## config.mk

```make
export PLATFORM = sky130hd
export DESIGN_NAME = tmr_regbank
export DESIGN_NICKNAME = d
export VERILOG_FILES = /design/src/common/tmr_pkg.sv /design/src/common/burst_if.sv /design/src/burst_seq.sv /design/src/tmr_regbank.sv
export SDC_FILE = /design/constraint.sdc
export NUM_CORES = 1
export LEC_CHECK = 0
export BUFFER_PORTS_ARGS = -buffer_cell sky130_fd_sc_hd__buf_2
export CELL_PAD_IN_SITES_DETAIL_PLACEMENT = 0
export CELL_PAD_IN_SITES_GLOBAL_PLACEMENT = 1
export CORE_MARGIN = 10
export CORE_UTILIZATION = 47
export CTS_CLUSTER_SIZE = 24
export DETAILED_ROUTE_END_ITERATION = 8
export PLACE_DENSITY_LB_ADDON = 0.1
export SYNTH_ARGS = -nofsm -noshare
export SYNTH_HDL_FRONTEND = slang
export SYNTH_SLANG_ARGS = --single-unit
```

## constraint.sdc

```tcl
create_clock -name mclk -period 4.4 [get_ports mclk]
set_input_delay 0 -clock mclk [delete_from_list [all_inputs] [get_ports mclk]]
set_output_delay 0 -clock mclk [all_outputs]
set_load 0.05 [all_outputs]
```

## src/common/tmr_pkg.sv

```systemverilog
// Package: register map, field positions and types of the timer register bank
package tmr_pkg;

  // ********************
  // Register offsets
  // ********************
  localparam logic [7:0] OFF_CTL_ONE = 8'h00;
  localparam logic [7:0] OFF_CTL_TWO = 8'h04;
  localparam logic [7:0] OFF_SLAVE = 8'h08;
  localparam logic [7:0] OFF_IRQ_DMA_EN = 8'h0c;
  localparam logic [7:0] OFF_FLAGS = 8'h10;
  localparam logic [7:0] OFF_EVT_GEN = 8'h14;
  localparam logic [7:0] OFF_CHMODE_12 = 8'h18;
  localparam logic [7:0] OFF_CHMODE_34 = 8'h1c;
  localparam logic [7:0] OFF_CHAN_EN = 8'h20;
  localparam logic [7:0] OFF_COUNT = 8'h24;
  localparam logic [7:0] OFF_PRESCALE = 8'h28;
  localparam logic [7:0] OFF_RELOAD = 8'h2c;
  localparam logic [7:0] OFF_GAP_A = 8'h30;
  localparam logic [7:0] OFF_CMP_ONE = 8'h34;
  localparam logic [7:0] OFF_CMP_TWO = 8'h38;
  localparam logic [7:0] OFF_CMP_FOUR = 8'h40;
  localparam logic [7:0] OFF_GAP_B = 8'h44;
  localparam logic [7:0] OFF_BURST_CTL = 8'h48;
  localparam logic [7:0] OFF_WINDOW = 8'h4c;
  localparam int NWORDS = 20;

  // ********************
  // Reset values and write masks
  // ********************
  localparam logic [15:0] RST_WORD = 16'h0000;
  localparam logic [15:0] MASK_CTL_ONE = 16'h03ff;
  localparam logic [15:0] MASK_CTL_TWO = 16'h00f8;
  localparam logic [15:0] MASK_SLAVE = 16'hfff7;
  localparam logic [15:0] MASK_IRQ_DMA = 16'h5f5f;
  localparam logic [15:0] MASK_CHAN_EN = 16'h3333;
  localparam logic [15:0] MASK_BURST = 16'h1f1f;
  localparam logic [15:0] MASK_FULL = 16'hffff;

  // ********************
  // Field positions
  // ********************
  localparam int UPD_BIT = 0;
  localparam int CC_LSB = 1;
  localparam int TRG_BIT = 6;
  localparam int UPD_DMA_BIT = 8;
  localparam int CC_DMA_LSB = 9;
  localparam int CC_OVR_LSB = 9;
  localparam int TRG_DMA_BIT = 14;
  localparam int BLEN_LSB = 8;
  localparam int BBASE_LSB = 0;
  localparam int BFIELD_W = 5;

  typedef logic [NWORDS-1:0][15:0] regfile_t;
  typedef enum logic {B_IDLE, B_RUN} burst_st_t;

  // Word index of a byte offset
  function automatic logic [5:0] word_of(input logic [7:0] off);
    word_of = off[7:2];
  endfunction

  // Bits software may store; zero for write-only, window and holes
  function automatic logic [15:0] wmask(input logic [5:0] w);
    case (w)
      word_of(OFF_CTL_ONE): wmask = MASK_CTL_ONE;
      word_of(OFF_CTL_TWO): wmask = MASK_CTL_TWO;
      word_of(OFF_SLAVE): wmask = MASK_SLAVE;
      word_of(OFF_IRQ_DMA_EN): wmask = MASK_IRQ_DMA;
      word_of(OFF_BURST_CTL): wmask = MASK_BURST;
      word_of(OFF_CHAN_EN): wmask = MASK_CHAN_EN;
      word_of(OFF_EVT_GEN), word_of(OFF_WINDOW): wmask = RST_WORD;
      word_of(OFF_GAP_A), word_of(OFF_GAP_B): wmask = RST_WORD;
      default: wmask = (w < 6'(NWORDS)) ? MASK_FULL : RST_WORD;
    endcase
  endfunction

endpackage

```

## src/common/burst_if.sv

```systemverilog
// Interface between the register bank and the burst index sequencer
`timescale 1ns/10ps
`default_nettype none
interface burst_if;
  logic start;
  logic access;
  logic [4:0] base;
  logic [4:0] len;
  logic [4:0] index;
  logic active;
  modport regs (output start, output access, output base, output len, input index, input active);
  modport seq (input start, input access, input base, input len, output index, output active);
endinterface
`default_nettype wire

```

## src/burst_seq.sv

```systemverilog
// Burst index sequencer for the window redirection
`timescale 1ns/10ps
`default_nettype none
module burst_seq (
  input wire logic mclk,
  input wire logic rstn,
  burst_if.seq bus
);

  typedef struct packed {
    tmr_pkg::burst_st_t st;
    logic [4:0] idx;
  } seq_t;

  seq_t s_r;
  seq_t s_nxt;

  // ********************
  // Next state
  // ********************
  always_comb begin
    s_nxt = s_r;
    case (s_r.st)
      tmr_pkg::B_IDLE: begin
        if (bus.start) begin
          s_nxt.st = tmr_pkg::B_RUN;
          s_nxt.idx = 5'h00;
        end
      end
      tmr_pkg::B_RUN: begin
        if (bus.access) begin
          if (s_r.idx >= bus.len) begin
            s_nxt.st = tmr_pkg::B_IDLE;
            s_nxt.idx = 5'h00;
          end else begin
            s_nxt.idx = s_r.idx + 5'h01;
          end
        end
      end
      default: begin
        s_nxt.st = tmr_pkg::B_IDLE;
        s_nxt.idx = 5'h00;
      end
    endcase
  end

  // State register
  always_ff @(posedge mclk or negedge rstn) begin
    if (!rstn) begin
      s_r <= '0;
    end else begin
      s_r <= s_nxt;
    end
  end

  assign bus.index = s_r.idx;
  assign bus.active = (s_r.st == tmr_pkg::B_RUN);

  // ********************
  // Checks
  // ********************
  chk_index_steps_up: assert property (@(posedge mclk) disable iff (!rstn)
    bus.active && bus.access && s_r.idx < bus.len |=> s_r.idx == $past(s_r.idx) + 5'h01 && bus.active)
    else $error("burst index did not advance");
  chk_index_wraps_zero: assert property (@(posedge mclk) disable iff (!rstn)
    bus.active && bus.access && s_r.idx >= bus.len |=> s_r.idx == 5'h00 && !bus.active)
    else $error("burst index did not return to zero");
  chk_burst_fresh_start: assert property (@(posedge mclk) disable iff (!rstn)
    !bus.active && bus.start |=> bus.active && s_r.idx == 5'h00)
    else $error("burst did not start at base");

endmodule
`default_nettype wire

```

## src/tmr_regbank.sv

```systemverilog
// Timer register bank with burst access window for the DMA controller
//
// Design decision made here: the plain strobed port.
`timescale 1ns/10ps
`default_nettype none
// Operation
// - Window access goes to control-one plus (base plus index) times four.
// - Index steps by one per window read or write while a burst runs, zero up to burst length.
// - Window is 16-bit read-write at 0x4C, reset 0x0000, all data bits.
// - Each update DMA request moves one whole burst starting at base.
// - Base 0xE targets compare two, then compare three and four.
// - Update DMA requests start only while update DMA enable is set.
// - Registers 0x00 to 0x24 decoded at their offsets, all reset to zero.
// - Enable register: irq enables bits 0-4,6; DMA enables bits 8-12,14.
// - Length field is count minus one; base counts words from control-one.
module tmr_regbank (
  input wire logic mclk,
  input wire logic rstn,
  input wire logic [7:0] addr,
  input wire logic [15:0] wdata,
  input wire logic wr_stb,
  input wire logic rd_stb,
  output logic [15:0] rdata,
  input wire logic update_evt,
  input wire logic trigger_evt,
  input wire logic [3:0] cc_evt,
  output logic update_dma_req,
  output logic [3:0] cc_dma_req,
  output logic trigger_dma_req,
  output logic irq,
  output logic soft_update,
  output logic [15:0] control_one_q,
  output logic [15:0] count_value_q,
  output logic [15:0] compare_two_q
);

  // ********************
  // Word indices
  // ********************
  localparam logic [5:0] W_CTL_ONE = tmr_pkg::word_of(tmr_pkg::OFF_CTL_ONE);
  localparam logic [5:0] W_IRQ_DMA = tmr_pkg::word_of(tmr_pkg::OFF_IRQ_DMA_EN);
  localparam logic [5:0] W_FLAGS = tmr_pkg::word_of(tmr_pkg::OFF_FLAGS);
  localparam logic [5:0] W_EVT_GEN = tmr_pkg::word_of(tmr_pkg::OFF_EVT_GEN);
  localparam logic [5:0] W_COUNT = tmr_pkg::word_of(tmr_pkg::OFF_COUNT);
  localparam logic [5:0] W_CMP_TWO = tmr_pkg::word_of(tmr_pkg::OFF_CMP_TWO);
  localparam logic [5:0] W_BURST = tmr_pkg::word_of(tmr_pkg::OFF_BURST_CTL);

  typedef struct packed {
    tmr_pkg::regfile_t regs;
    logic [15:0] rdata;
    logic soft_upd;
  } bank_t;

  bank_t s_r;
  bank_t s_nxt;

  burst_if bif ();

  // Word targeted through the window
  function automatic logic [5:0] win_target(input logic [4:0] base, input logic [4:0] idx);
    win_target = {1'b0, base} + {1'b0, idx};
  endfunction

  // Readable contents of one word, zero for holes and write-only words
  function automatic logic [15:0] read_word(input tmr_pkg::regfile_t regs, input logic [5:0] w);
    logic [15:0] v;
    v = tmr_pkg::RST_WORD;
    if (w == W_FLAGS) begin
      v = regs[W_FLAGS];
    end else if (w < 6'(tmr_pkg::NWORDS)) begin
      v = regs[w[4:0]] & tmr_pkg::wmask(w);
    end
    read_word = v;
  endfunction

  logic win_hit;
  logic [5:0] eff_word;
  logic [4:0] b_base;
  logic [4:0] b_len;
  logic gen_upd;
  logic upd_now;
  logic [15:0] gen_bits;
  logic [15:0] flag_word;
  logic [15:0] en_word;

  // ********************
  // Address resolution
  // ********************
  always_comb begin
    b_base = s_r.regs[W_BURST][tmr_pkg::BBASE_LSB +: tmr_pkg::BFIELD_W];
    b_len = s_r.regs[W_BURST][tmr_pkg::BLEN_LSB +: tmr_pkg::BFIELD_W];
    win_hit = (addr == tmr_pkg::OFF_WINDOW);
    eff_word = win_hit ? win_target(b_base, bif.index) : addr[7:2];
    gen_bits = (wr_stb && eff_word == W_EVT_GEN) ? wdata : tmr_pkg::RST_WORD;
    gen_upd = gen_bits[tmr_pkg::UPD_BIT];
    upd_now = update_evt | gen_upd;
    flag_word = s_r.regs[W_FLAGS];
    en_word = s_r.regs[W_IRQ_DMA];
  end

  // ********************
  // Register next state
  // ********************
  always_comb begin
    s_nxt = s_r;
    s_nxt.soft_upd = gen_upd;
    // Read data stands only in the cycle after the strobe
    s_nxt.rdata = rd_stb ? read_word(s_r.regs, eff_word) : tmr_pkg::RST_WORD;
    // Stores; flags clear by writing one
    if (wr_stb && eff_word < 6'(tmr_pkg::NWORDS)) begin
      if (eff_word == W_FLAGS) begin
        s_nxt.regs[W_FLAGS] = s_r.regs[W_FLAGS] & ~wdata;
      end else begin
        s_nxt.regs[eff_word[4:0]] = (s_r.regs[eff_word[4:0]] & ~tmr_pkg::wmask(eff_word))
          | (wdata & tmr_pkg::wmask(eff_word));
      end
    end
    // Events set flags after the clear so a same-cycle event wins
    if (upd_now) begin
      s_nxt.regs[W_FLAGS][tmr_pkg::UPD_BIT] = 1'b1;
    end
    if (trigger_evt || gen_bits[tmr_pkg::TRG_BIT]) begin
      s_nxt.regs[W_FLAGS][tmr_pkg::TRG_BIT] = 1'b1;
    end
    for (int i = 0; i < 4; i++) begin
      if (cc_evt[i] || gen_bits[tmr_pkg::CC_LSB + i]) begin
        s_nxt.regs[W_FLAGS][tmr_pkg::CC_LSB + i] = 1'b1;
      end
      // Capture on an already pending flag marks an overcapture
      if (cc_evt[i] && flag_word[tmr_pkg::CC_LSB + i]) begin
        s_nxt.regs[W_FLAGS][tmr_pkg::CC_OVR_LSB + i] = 1'b1;
      end
    end
  end

  // State register
  always_ff @(posedge mclk or negedge rstn) begin
    if (!rstn) begin
      s_r <= '0;
    end else begin
      s_r <= s_nxt;
    end
  end

  // ********************
  // Burst sequencer hookup
  // ********************
  assign bif.start = upd_now & en_word[tmr_pkg::UPD_DMA_BIT];
  assign bif.access = win_hit & (rd_stb | wr_stb);
  assign bif.base = b_base;
  assign bif.len = b_len;

  burst_seq u_seq (
    .mclk(mclk),
    .rstn(rstn),
    .bus(bif)
  );

  // ********************
  // Outputs
  // ********************
  assign rdata = s_r.rdata;
  assign update_dma_req = bif.active;
  assign cc_dma_req = flag_word[tmr_pkg::CC_LSB +: 4] & en_word[tmr_pkg::CC_DMA_LSB +: 4];
  assign trigger_dma_req = flag_word[tmr_pkg::TRG_BIT] & en_word[tmr_pkg::TRG_DMA_BIT];
  // Level interrupt while an enabled flag is pending
  assign irq = |(flag_word[6:0] & en_word[6:0]);
  assign soft_update = s_r.soft_upd;
  assign control_one_q = s_r.regs[W_CTL_ONE];
  assign count_value_q = s_r.regs[W_COUNT];
  assign compare_two_q = s_r.regs[W_CMP_TWO];

  // ********************
  // Checks
  // ********************
  chk_window_write_target: assert property (@(posedge mclk) disable iff (!rstn)
    wr_stb && win_hit && b_base == 5'h0e && bif.index == 5'h01
    |=> s_r.regs[15] == $past(wdata))
    else $error("window write missed compare three");
  chk_base_hits_cmp2: assert property (@(posedge mclk) disable iff (!rstn)
    wr_stb && win_hit && b_base == 5'h0e && bif.index == 5'h00
    |=> compare_two_q == $past(wdata))
    else $error("base 0xE did not reach compare two");
  chk_window_read_direct: assert property (@(posedge mclk) disable iff (!rstn)
    rd_stb && win_hit && b_base == 5'h09 && bif.index == 5'h00
    |=> rdata == $past(count_value_q))
    else $error("window read did not return target");
  chk_dma_gated_off: assert property (@(posedge mclk) disable iff (!rstn)
    !update_dma_req && upd_now && !en_word[tmr_pkg::UPD_DMA_BIT] |=> !update_dma_req)
    else $error("update DMA request while disabled");
  chk_dma_gated_on: assert property (@(posedge mclk) disable iff (!rstn)
    !update_dma_req && update_evt && en_word[tmr_pkg::UPD_DMA_BIT] |=> update_dma_req)
    else $error("update DMA request missing");
  chk_burst_len_field: assert property (@(posedge mclk) disable iff (!rstn)
    wr_stb && addr == tmr_pkg::OFF_BURST_CTL |=> b_len == $past(wdata[12:8]))
    else $error("burst length field misplaced");
  chk_update_irq: assert property (@(posedge mclk) disable iff (!rstn)
    update_evt && en_word[tmr_pkg::UPD_BIT] && !(wr_stb && eff_word == W_IRQ_DMA) |=> irq)
    else $error("update interrupt not raised");
  chk_whole_burst_len: assert property (@(posedge mclk) disable iff (!rstn)
    update_dma_req && b_len == 5'h02 && bif.index == 5'h00 && bif.access
    ##2 bif.access ##2 bif.access |=> !update_dma_req)
    else $error("burst of three did not end");
  chk_flag_set_wins: assert property (@(posedge mclk) disable iff (!rstn)
    update_evt && wr_stb && addr == tmr_pkg::OFF_FLAGS |=> flag_word[tmr_pkg::UPD_BIT])
    else $error("update flag lost on clear");
  chk_trigger_dma_path: assert property (@(posedge mclk) disable iff (!rstn)
    trigger_evt && en_word[tmr_pkg::TRG_DMA_BIT] && !(wr_stb && eff_word == W_IRQ_DMA) |=> trigger_dma_req)
    else $error("trigger DMA request missing");
  chk_cc1_dma_path: assert property (@(posedge mclk) disable iff (!rstn)
    cc_evt[0] && en_word[tmr_pkg::CC_DMA_LSB] && !(wr_stb && eff_word == W_IRQ_DMA) |=> cc_dma_req[0])
    else $error("channel one DMA request missing");
  chk_enable_reserved_zero: assert property (@(posedge mclk) disable iff (!rstn)
    rd_stb && addr == tmr_pkg::OFF_IRQ_DMA_EN |=> (rdata & ~tmr_pkg::MASK_IRQ_DMA) == tmr_pkg::RST_WORD)
    else $error("reserved enable bits read back");

endmodule
`default_nettype wire

```

==> impl_metrics.toml, run 1 <==
[layout]
final_layout_size_suffix_gt1_frac = 0.179
layout_filler_cell_count = 3074
multiInputGateArea_sq_mm = 0.00604
final_area_sq_mm = 0.0179
area_delta_synth_final_pct = 11.4
antenna_cells = 0
final_cell_count_no_fill = 2125
sequential_cell_area_sq_mm = 0.00858
post_layout_net_count = 1697

[sta]
max_freq_mhz = 237
final.min_clock_period_ns = 4.21
timing.final.setup_violations = 0
hold_ws_ns = 0.0174
layout_worst_path_cycle_share = 0.957
clock-skew-final_ns = 0.0114
worst_slew_pin_slew_ns = 1.18
timing.final.max_slew_violations = 0
normalized_max_slew_margin = 0.210
timing.setup.tns_ns = 0
final_hold_violation_count = 0
unrepaired_setup_endpoints_after_global_routing = "no"

[global_routing]
number_of_global_route_vias_before_repair = 12000
antenna_violations_before_repair = 5
grt_pass1_wl_microns = 79900
overflow = 0
grt_max_degree = 107
grt.total_usage = 0.252

[synth]
syn_nets = 1737
synth.largest_area_cell = "sky130_fd_sc_hd__dfrtp_1"
yosysSeqAreaShare = 0.535
post_synthesis_async_set_or_reset_flop_share = 1.00
yosys.area.top_type_share = 0.535
post_synthesis_area_per_instance_sq_um = 9.49
ys_dominant_reg_cell = "sky130_fd_sc_hd__dfrtp_1"
synth_top_cells_by_area = "sky130_fd_sc_hd__dfrtp_1 (53%), sky130_fd_sc_hd__nand2_1 (8.7%), sky130_fd_sc_hd__o21ai_0 (5.1%)"
ys_ff_latch = 343
most_frequent_cell_after_synthesis = "sky130_fd_sc_hd__nand2_1"
ys.warnings.count = 0
netlist-cell-type-count = 74
synth_cells = 1691
netlist_top_cells_count = "sky130_fd_sc_hd__nand2_1 (374), sky130_fd_sc_hd__dfrtp_1 (343), sky130_fd_sc_hd__o21ai_0 (164)"
syn_area_sq_mm = 0.0161
synth-edff-count = 0

[clock_tree]
cts-buffers-inserted = 39
cts_max_path_buffers = 3
cts_root_buffer = "sky130_fd_sc_hd__clkbuf_16"
tritoncts = "built"
cts-htree-levels = 2
clock_sink_count = 343
clk_pin_slew_ns = 0.06
worstSkewPairLatency_ns = 0.54

[run]
count_of_maximum_capacitance_violations = 0

[placed_design]
routabilityCongestion = 0.943
count_of_input_and_output_buffers = 105
dpl.cell_count = 2025
detailed_place.area_sq_mm = 0.0163
place.detailed.hpwl_microns = 34900

[floorplan]
design.portCount = 106
die_x_microns = 205
die_height_microns = 205
floorplan.initialDensity = 0.477
count_of_standard_cell_rows = 67
area_of_the_core_sq_mm = 0.0336
design.die.area_sq_mm = 0.0419

[worst_setup_path]
element_type_at_the_critical_path_end = "flip-flop"
worstPathMaxFanout = 14
setup.worst_path.start_class = "flip-flop"
critPathArrivalTime_ns = 4.67
crit_type = "reg2reg"
cp.required_ns = 4.86

[power]
vdd.ir_drop.worst_mv = 0.308
power.total_mw = 8.18
power_leakage_nw = 8.27
power_per_cell_area_mw_per_mm2 = 457

[hold_path]
hp-class = "in2reg"

[detailed_routing]
totalWireLength_microns = 52800
drt-initial-drc-count = 1343
detailroute.via_count = 12200
drc = 0
drtPass1Iterations = 8
drt-vias-per-instance = 5.74
antenna_left = 0
route.detailed.wl_per_inst_microns = 24.8

[outcome]
run_status = "complete, no violations"
[worst paths after layout]
check | from | end | slack, ns | depth (start not counted)
max | u_seq.bus.index[0] | flag_word[2] | 0.19 | 10
min | addr[1] | u_seq.bus.active | 0.02 | 6
max reg2reg | u_seq.bus.index[0] | flag_word[2] | 0.19 | 10
min reg2reg | s_r[327] | s_r[327] | 0.37 | 0
max in group asynchronous | rstn | s_r[302] | 3.10 | 3
min in group asynchronous | rstn | flag_word[0] | 0.12 | 2
[layout by cell type, fill, tap and decap left out, types with 4 or more instances in the layout]
cell                              n
sky130_fd_sc_hd__a221o_1          6
sky130_fd_sc_hd__a21o_1           5
sky130_fd_sc_hd__clkbuf_1         7
sky130_fd_sc_hd__or3_1            7
sky130_fd_sc_hd__inv_1           13
sky130_fd_sc_hd__a22o_1           8
sky130_fd_sc_hd__buf_2          104
sky130_fd_sc_hd__nand3_1         62
sky130_fd_sc_hd__clkbuf_16       40
sky130_fd_sc_hd__a211oi_1         6
sky130_fd_sc_hd__and2_1           6
sky130_fd_sc_hd__mux2_2          10
sky130_fd_sc_hd__o21a_1           8
sky130_fd_sc_hd__o21ai_0        164
sky130_fd_sc_hd__o21ai_1         15
sky130_fd_sc_hd__nor3_1          12
sky130_fd_sc_hd__nand2b_1         4
sky130_fd_sc_hd__a31oi_1         12
sky130_fd_sc_hd__a21oi_1         88
sky130_fd_sc_hd__a22oi_1         21
sky130_fd_sc_hd__a311oi_1        19
sky130_fd_sc_hd__nand2_1        373
sky130_fd_sc_hd__buf_4           56
sky130_fd_sc_hd__dlygate4sd3_1   29
sky130_fd_sc_hd__o211ai_1         6
sky130_fd_sc_hd__and3_1          38
sky130_fd_sc_hd__dfrtp_1        343
sky130_fd_sc_hd__nor2_1          76
sky130_fd_sc_hd__nor3_2           7
sky130_fd_sc_hd__mux4_2          26
sky130_fd_sc_hd__ha_1            11
sky130_fd_sc_hd__clkbuf_8         5
sky130_fd_sc_hd__clkinv_2         9
sky130_fd_sc_hd__buf_12           8
[timing repair]
action | CTS | global route
endpoints found under the hold margin | 156 | 0
hold buffers | 29 | 0
resized for setup | 0 | 1
buffers inserted | 0 | 3
endpoints found under the setup margin | 0 | 4
[through the flow]
step                      worst slack [ns]   util
after floorplan                       1.05      -
after CTS                            0.126  0.531
final                                0.189  0.532
after global routing               0.00348  0.532
after global placement               0.445  0.485
after detailed placement             0.436  0.485
[metal layers]
layer,routed length [microns],GRT usage
met1,24200,0.368
met2,23300,0.373
met3,3820,0.0444
met4,1540,0.0775
met5,0,0
[worst max-delay path: stages, from the launching register on]
cell                            delay [ns]
sky130_fd_sc_hd__dfrtp_1              0.43
sky130_fd_sc_hd__ha_1                 0.26
sky130_fd_sc_hd__fa_1                 0.44
sky130_fd_sc_hd__xor2_1               0.32
sky130_fd_sc_hd__a31o_2               0.42
sky130_fd_sc_hd__o211ai_1             0.29
sky130_fd_sc_hd__nor4_4               0.61
sky130_fd_sc_hd__a21oi_1              0.16
sky130_fd_sc_hd__dlygate4sd3_1        0.59
sky130_fd_sc_hd__nand2_1              0.08
sky130_fd_sc_hd__dlygate4sd3_1        0.55
[sequential cells by signal, summed over array words and instances (netlist names), 5 cells and up]
name             flops
u_seq.bus.index      5
s_r                230
flag_word           16
b_len                5
en_word             16
b_base               5
count_value_q       16
control_one_q       16
compare_two_q       16
rdata               16
[cells by family (layout without fill, tap and decap cells)]
group                    count (synthesis)  after routing  synth area share
buffers and inverters                  293            278            0.0929
multiplexers                            38             38            0.0458
flip-flops                             343            343             0.535
AND/OR/NAND/NOR                        613            613             0.168
adder cells (fa/ha/maj)                 12             12           0.00982
AO/OA/AOI/OAI                          389            390             0.147
XOR/XNOR                                 3              3           0.00164
[layout make-up]
cell class / instances / area share
well taps: 448 / 0.0313
inverters: 13 / 0.00273
clock buffers: 52 / 0.0613
flip-flops and latches: 343 / 0.480
clock inverters: 15 / 0.00818
multi-input cells: 1056 / 0.338
repair buffers: 198 / 0.0786
[power by group]
group / internal [mW] / switching, mW / total (mW)
clock network: 1.87 / 1.33 / 3.20
logic: 0.404 / 0.900 / 1.30
registers: 3.46 / 0.215 / 3.67
(Power assumes the default switching activity.)
==> run 2, diff against run 1 <==
Settings changed: CORE_UTILIZATION 47 to 43.
Clock period 4.4 ns to 3.5 ns, I/O delays scaled along.
==> impl_metrics.toml, run 2 (same netlist as run 1, synthesis figures left out) <==
[detailed_routing]
wl_met3_microns = 4170
met1_length_microns = 25700
totalWireLength_microns = 56000
drt-vias-per-instance = 5.53
dr.max_layer_used = "met4"
dr_wl_met2_microns = 24500
route.detailed.wl_per_inst_microns = 24.9
drt-initial-drc-count = 1158
antenna_left = 0
drc = 0
detailroute.via_count = 12400
drtPass1Iterations = 5

[layout]
post_layout_net_count = 1793
final_area_sq_mm = 0.0190
registers.top_by_ff_count = "s_r"
largest_reg_flops = 230
layout_filler_cell_count = 3353
area_delta_synth_final_pct = 18.7
final_layout_size_suffix_gt1_frac = 0.232
layout.cells.most_common_list = "sky130_fd_sc_hd__nand2_1 (374), sky130_fd_sc_hd__dfrtp_1 (343), sky130_fd_sc_hd__o21ai_0 (155), sky130_fd_sc_hd__buf_4 (126), sky130_fd_sc_hd__buf_2 (104)"
final_cell_count_no_fill = 2246
postLayoutCoreUtil = 0.519
final_common_cell = "sky130_fd_sc_hd__nand2_1"

[worst_setup_path]
crit_type = "reg2reg"
setup.worst_path.start_class = "flip-flop"
cp.required_ns = 3.90
cpMaxStageDelayCell = "sky130_fd_sc_hd__or4b_4"
critPathBufInv = 2
reg2reg_slack_ns = 0.07
critical_path.max_stage_delay_ns = 0.60
crit_path_cell_trace = "ha_1 > fa_1 > or4b_4 > o21ai_4 > buf_4 > nor4_1 > a31oi_1 > o22ai_1 > buf_4 > nor4_1"
worstPathMaxFanout = 4
critPathArrivalTime_ns = 3.84
delay_heaviest_family_cp = "simple AND/OR/NAND/NOR gates"
element_type_at_the_critical_path_end = "flip-flop"

[floorplan]
design.portCount = 106
floorplan.initialDensity = 0.437
die_height_microns = 213
die_x_microns = 213
count_of_standard_cell_rows = 70
area_of_the_core_sq_mm = 0.0367
design.die.area_sq_mm = 0.0455

[clock_tree]
cts-buffers-inserted = 41
clock_sink_count = 343
clk_pin_slew_ns = 0.06
tritoncts = "built"
cts_max_path_buffers = 3
worstSkewPairLatency_ns = 0.58
cts_root_buffer = "sky130_fd_sc_hd__clkbuf_16"
cts-htree-levels = 2

[power]
power_per_cell_area_mw_per_mm2 = 556
comb_power_share = 0.168
sw_frac_of_total = 0.303
power.total_mw = 10.6
power.internal_mw = 7.39
vdd.ir_drop.worst_mv = 0.479
power.switching_mw = 3.21
power_leakage_nw = 8.89
clock_power_share = 0.395
portion_of_total_power_attributed_to_sequential_cells = 0.437

[global_routing]
grt_max_degree = 104
overflow = 0
grt.total_usage = 0.252
number_of_global_route_vias_before_repair = 12400
antenna_violations_before_repair = 2
grt_pass1_wl_microns = 84200

[sta]
final.min_clock_period_ns = 3.43
clock-skew-final_ns = 0.0220
timing.setup.tns_ns = 0
final_hold_violation_count = 0
timing.final.max_slew_violations = 0
layout_worst_path_cycle_share = 0.981
hold_ws_ns = 0.0123
timing.final.setup_violations = 0
max_freq_mhz = 291
timing.final.ws_setup_ns = 0.0681
normalized_max_slew_margin = 0.388
worst_slew_pin_slew_ns = 0.918
unrepaired_setup_endpoints_after_global_routing = "no"

[placed_design]
detailed_place.area_sq_mm = 0.0174
dpl.cell_count = 2144
routabilityCongestion = 0.930
count_of_input_and_output_buffers = 105
place.detailed.hpwl_microns = 39700
dp_worst_setup_slack_ns = -0.377

[hold_path]
hp-class = "in2async"

[run]
count_of_maximum_capacitance_violations = 0

[outcome]
run_status = "complete, no violations"
## run 2: changes by cell type in the layout (fill, tap and decap cells not counted), sizes merged
cell | previous run | this run
clkbuf | 52 | 62
inv | 14 | 17
o21a | 10 | 9
clkinvlp | 1 | 0
diode | 0 | 2
buf | 169 | 265
dlygate4sd3 | 29 | 28
bufinv | 2 | 1
clkinv | 11 | 5
## run 2: path summary, 6_finish.rpt
kind,startpoint,endpoint,depth (start not counted)
hold / removal,rstn,soft_update,2
hold reg to reg,en_word[7],en_word[7],0
min in group mclk,wr_stb,u_seq.bus.active,5
setup reg to reg,u_seq.bus.index[0],rdata[15],10
setup / recovery,u_seq.bus.index[0],rdata[15],10
max in group asynchronous,rstn,s_r[303],3
## run 2: final cells by class
cell class,count,area (sq um),area share
antenna,2,5.00,0.000263
clock buffer,62,1190,0.0627
clock inverter,10,101,0.00532
inverter,13,48.8,0.00256
multi-input combinational,1055,6120,0.321
sequential,343,8580,0.451
tap,468,586,0.0307
timing repair buffer,293,2410,0.127
## run 2: routing by layer
metal | track usage | vias up
met5 | 0 | -
met1 | 0.360 | 6146
met4 | 0.0775 | 0
li1 | - | 5792
met2 | 0.365 | 392
met3 | 0.0661 | 84
## run 2: what timing repair did
action	CTS	global route
endpoints found under the setup margin	34	83
hold buffers	28	0
setup buffers	0	0
cloned	0	0
gates resized for setup	15	18
hold endpoints to repair	289	0
pin swaps	2	3
## run 2: worst register-to-register path, cell delays in order, from the launching register on
cell and delay [ns]:
sky130_fd_sc_hd__dfrtp_1 0.39, sky130_fd_sc_hd__ha_1 0.23, sky130_fd_sc_hd__fa_1 0.49, sky130_fd_sc_hd__or4b_4 0.60
sky130_fd_sc_hd__o21ai_4 0.18, sky130_fd_sc_hd__buf_4 0.17, sky130_fd_sc_hd__nor4_1 0.05, sky130_fd_sc_hd__a31oi_1 0.20
sky130_fd_sc_hd__o22ai_1 0.22, sky130_fd_sc_hd__buf_4 0.23, sky130_fd_sc_hd__nor4_1 0.53
## run 2: power by group through the flow
stage,Combinational [mW],Sequential [mW],Clock (mW)
finish,1.78,4.63,4.18
global route,1.95,4.67,4.45
CTS,1.79,4.62,4.27
detailed placement,1.75,4.69,0
global placement,1.73,4.68,0
floorplan,1.20,4.60,0
==> run 3, diff against run 2 <==
--- a/config.mk
+++ b/config.mk
@@ -14,2 +14,3 @@
 export DETAILED_ROUTE_END_ITERATION = 8
+export GPL_TIMING_DRIVEN = 0
 export PLACE_DENSITY_LB_ADDON = 0.1
==> constraint.sdc (replaced) <==
create_clock -name mclk -period 3.5 [get_ports mclk]
set_input_delay 0.175 -clock mclk [delete_from_list [all_inputs] [get_ports mclk]]
set_output_delay 0.175 -clock mclk [all_outputs]
set_load 0.05 [all_outputs]
==> impl_metrics.toml, run 3 (same netlist as run 1, synthesis figures left out) <==
[outcome]
run_status = "complete, no violations"

[layout]
post_layout_net_count = 1940
layout.cells.most_common_list = "sky130_fd_sc_hd__nand2_1 (369), sky130_fd_sc_hd__dfrtp_1 (342), sky130_fd_sc_hd__o21ai_0 (152), sky130_fd_sc_hd__clkbuf_1 (122), sky130_fd_sc_hd__buf_2 (122)"
area_delta_synth_final_pct = 24.7
multiInputGateArea_sq_mm = 0.00657
postLayoutCoreUtil = 0.545
largest_reg_flops = 230
layout_filler_cell_count = 3379
final_area_sq_mm = 0.0200
sequential_cell_area_sq_mm = 0.00858
final_layout_size_suffix_gt1_frac = 0.267
registers.top_by_ff_count = "s_r"
final_common_cell = "sky130_fd_sc_hd__nand2_1"
final_cell_count_no_fill = 2393

[power]
power.switching_mw = 3.30
power_per_cell_area_mw_per_mm2 = 540
portion_of_total_power_attributed_to_sequential_cells = 0.426
power.total_mw = 10.8
sw_frac_of_total = 0.306
clock_power_share = 0.389
comb_power_share = 0.185
power.internal_mw = 7.50
vdd.ir_drop.worst_mv = 0.360
power_leakage_nw = 9.25

[global_routing]
overflow = 0
grt.total_usage = 0.284
number_of_global_route_vias_before_repair = 13500
antenna_violations_before_repair = 2
grt_pass1_wl_microns = 93300
grt_max_degree = 118

[sta]
clock-skew-final_ns = 0.0201
max_freq_mhz = 286
final.min_clock_period_ns = 3.50
layout_worst_path_cycle_share = 0.999
unrepaired_setup_endpoints_after_global_routing = "yes"
final_hold_violation_count = 0
normalized_max_slew_margin = 0.453
timing.final.ws_setup_ns = 0.00376
timing.final.max_slew_violations = 0
timing.setup.tns_ns = 0
worst_slew_pin_slew_ns = 0.819
timing.final.setup_violations = 0
hold_ws_ns = 0.00986

[worst_setup_path]
critPathBufInv = 3
reg2reg_to = "rdata[8]"
worstPathMaxFanout = 10
element_type_at_the_critical_path_end = "flip-flop"
crit_type = "reg2reg"
delay_heaviest_family_cp = "simple AND/OR/NAND/NOR gates"
crit_path_cell_trace = "ha_4 > fa_1 > or4b_4 > o21a_4 > buf_12 > buf_6 > buf_2 > nand2_1 > a311oi_2 > o21ai_4 > and3_4 > o21ai_0"
startpoint = "u_seq.bus.index[0]"
reg2reg_slack_ns = 0.004
setup.worst_path.start_class = "flip-flop"
path_depth = 12
critical_path.max_stage_delay_ns = 0.53
rr_worst_depth = 12
endpoint = "rdata[8]"
critPathArrivalTime_ns = 3.91
critical_path.reg2reg.startpoint = "u_seq.bus.index[0]"
cpMaxStageDelayCell = "sky130_fd_sc_hd__or4b_4"
cp.required_ns = 3.91

[detailed_routing]
detailroute.via_count = 13700
drc = 0
route.detailed.wl_per_inst_microns = 26.8
antenna_left = 0
totalWireLength_microns = 64200
drt-initial-drc-count = 1196
drt-vias-per-instance = 5.72
drtPass1Iterations = 5

[placed_design]
detailed_place.area_sq_mm = 0.0173
count_of_input_and_output_buffers = 105
dpl.cell_count = 2267
place.detailed.hpwl_microns = 45700
routabilityCongestion = 0.997
dp_worst_setup_slack_ns = -1.34

[floorplan]
die_height_microns = 213
die_x_microns = 213
design.portCount = 106
count_of_standard_cell_rows = 70
area_of_the_core_sq_mm = 0.0367
floorplan.initialDensity = 0.437
design.die.area_sq_mm = 0.0455

[clock_tree]
cts-buffers-inserted = 40
cts-htree-levels = 2
worstSkewPairLatency_ns = 0.56
cts_max_path_buffers = 3
tritoncts = "built"
cts_root_buffer = "sky130_fd_sc_hd__clkbuf_16"
clk_pin_slew_ns = 0.06
clock_sink_count = 343

[run]
count_of_maximum_capacitance_violations = 0

[hold_path]
hp-class = "in2reg"
[run 3: changes by cell type in the layout (fill, tap and decap cells not counted), sizes merged]
cell and change:
buf +13, clkbuf +146, inv -4, dlygate4sd3 -10, bufinv -1, clkinv +3
[run 3: worst min-delay path by stage]
stage | start | endpoint | slack, ns | cells past startpoint
3_5_place_dp | rstn | soft_update | 0.21 | 1
3_3_place_gp | trigger_evt | flag_word[6] | 0.37 | 2
5_1_grt | wdata[5] | s_r[230] | 0.007 | 2
4_1_cts | wdata[8] | flag_word[8] | 0.004 | 3
2_1_floorplan | rstn | b_base[0] | -0.12 | 0
6_report | wdata[8] | flag_word[8] | 0.01 | 3
[run 3: repair_timing]
item,in CTS,in global routing
hold buffers,18,0
setup buffers,24,14
setup endpoints to repair,240,223
pin swaps,23,22
endpoints found under the hold margin,100,0
resized for setup,187,82
[run 3: final cells by class]
class	count	share of cell area
diodes	2	0.000250
plain buffers	277	0.0878
clock buffers	63	0.0629
clock inverters	8	0.00294
inverters	13	0.00244
multi-input cells	1055	0.328
flip-flops and latches	343	0.429
well taps	468	0.0293
repair buffers	164	0.0573
[run 3: power by group through the flow]
| stage | clock network (mW) | logic [mW] | registers, mW |
|---|---|---|---|
| 2_1_floorplan | 0 | 1.20 | 4.60 |
| 5_1_grt | 4.39 | 2.15 | 4.65 |
| 3_3_place_gp | 0 | 1.77 | 4.66 |
| 4_1_cts | 4.23 | 1.93 | 4.60 |
| 6_report | 4.21 | 2.00 | 4.60 |
| 3_5_place_dp | 0 | 1.80 | 4.67 |
[run 3: layer usage]
metal / track usage / share of wire / up-vias
met2: 0.428 / 0.44 / 579
met3: 0.0661 / 0.091 / 113
met4: 0.0931 / 0.033 / 0
li1: - / - / 6069
met1: 0.397 / 0.43 / 6935
met5: 0 / 0 / -
[run 3: tightest hold or removal path, stage by stage]
cell and delay [ns]:
sky130_fd_sc_hd__buf_2 0.12, sky130_fd_sc_hd__nor2_1 0.05, sky130_fd_sc_hd__o21a_1 0.17
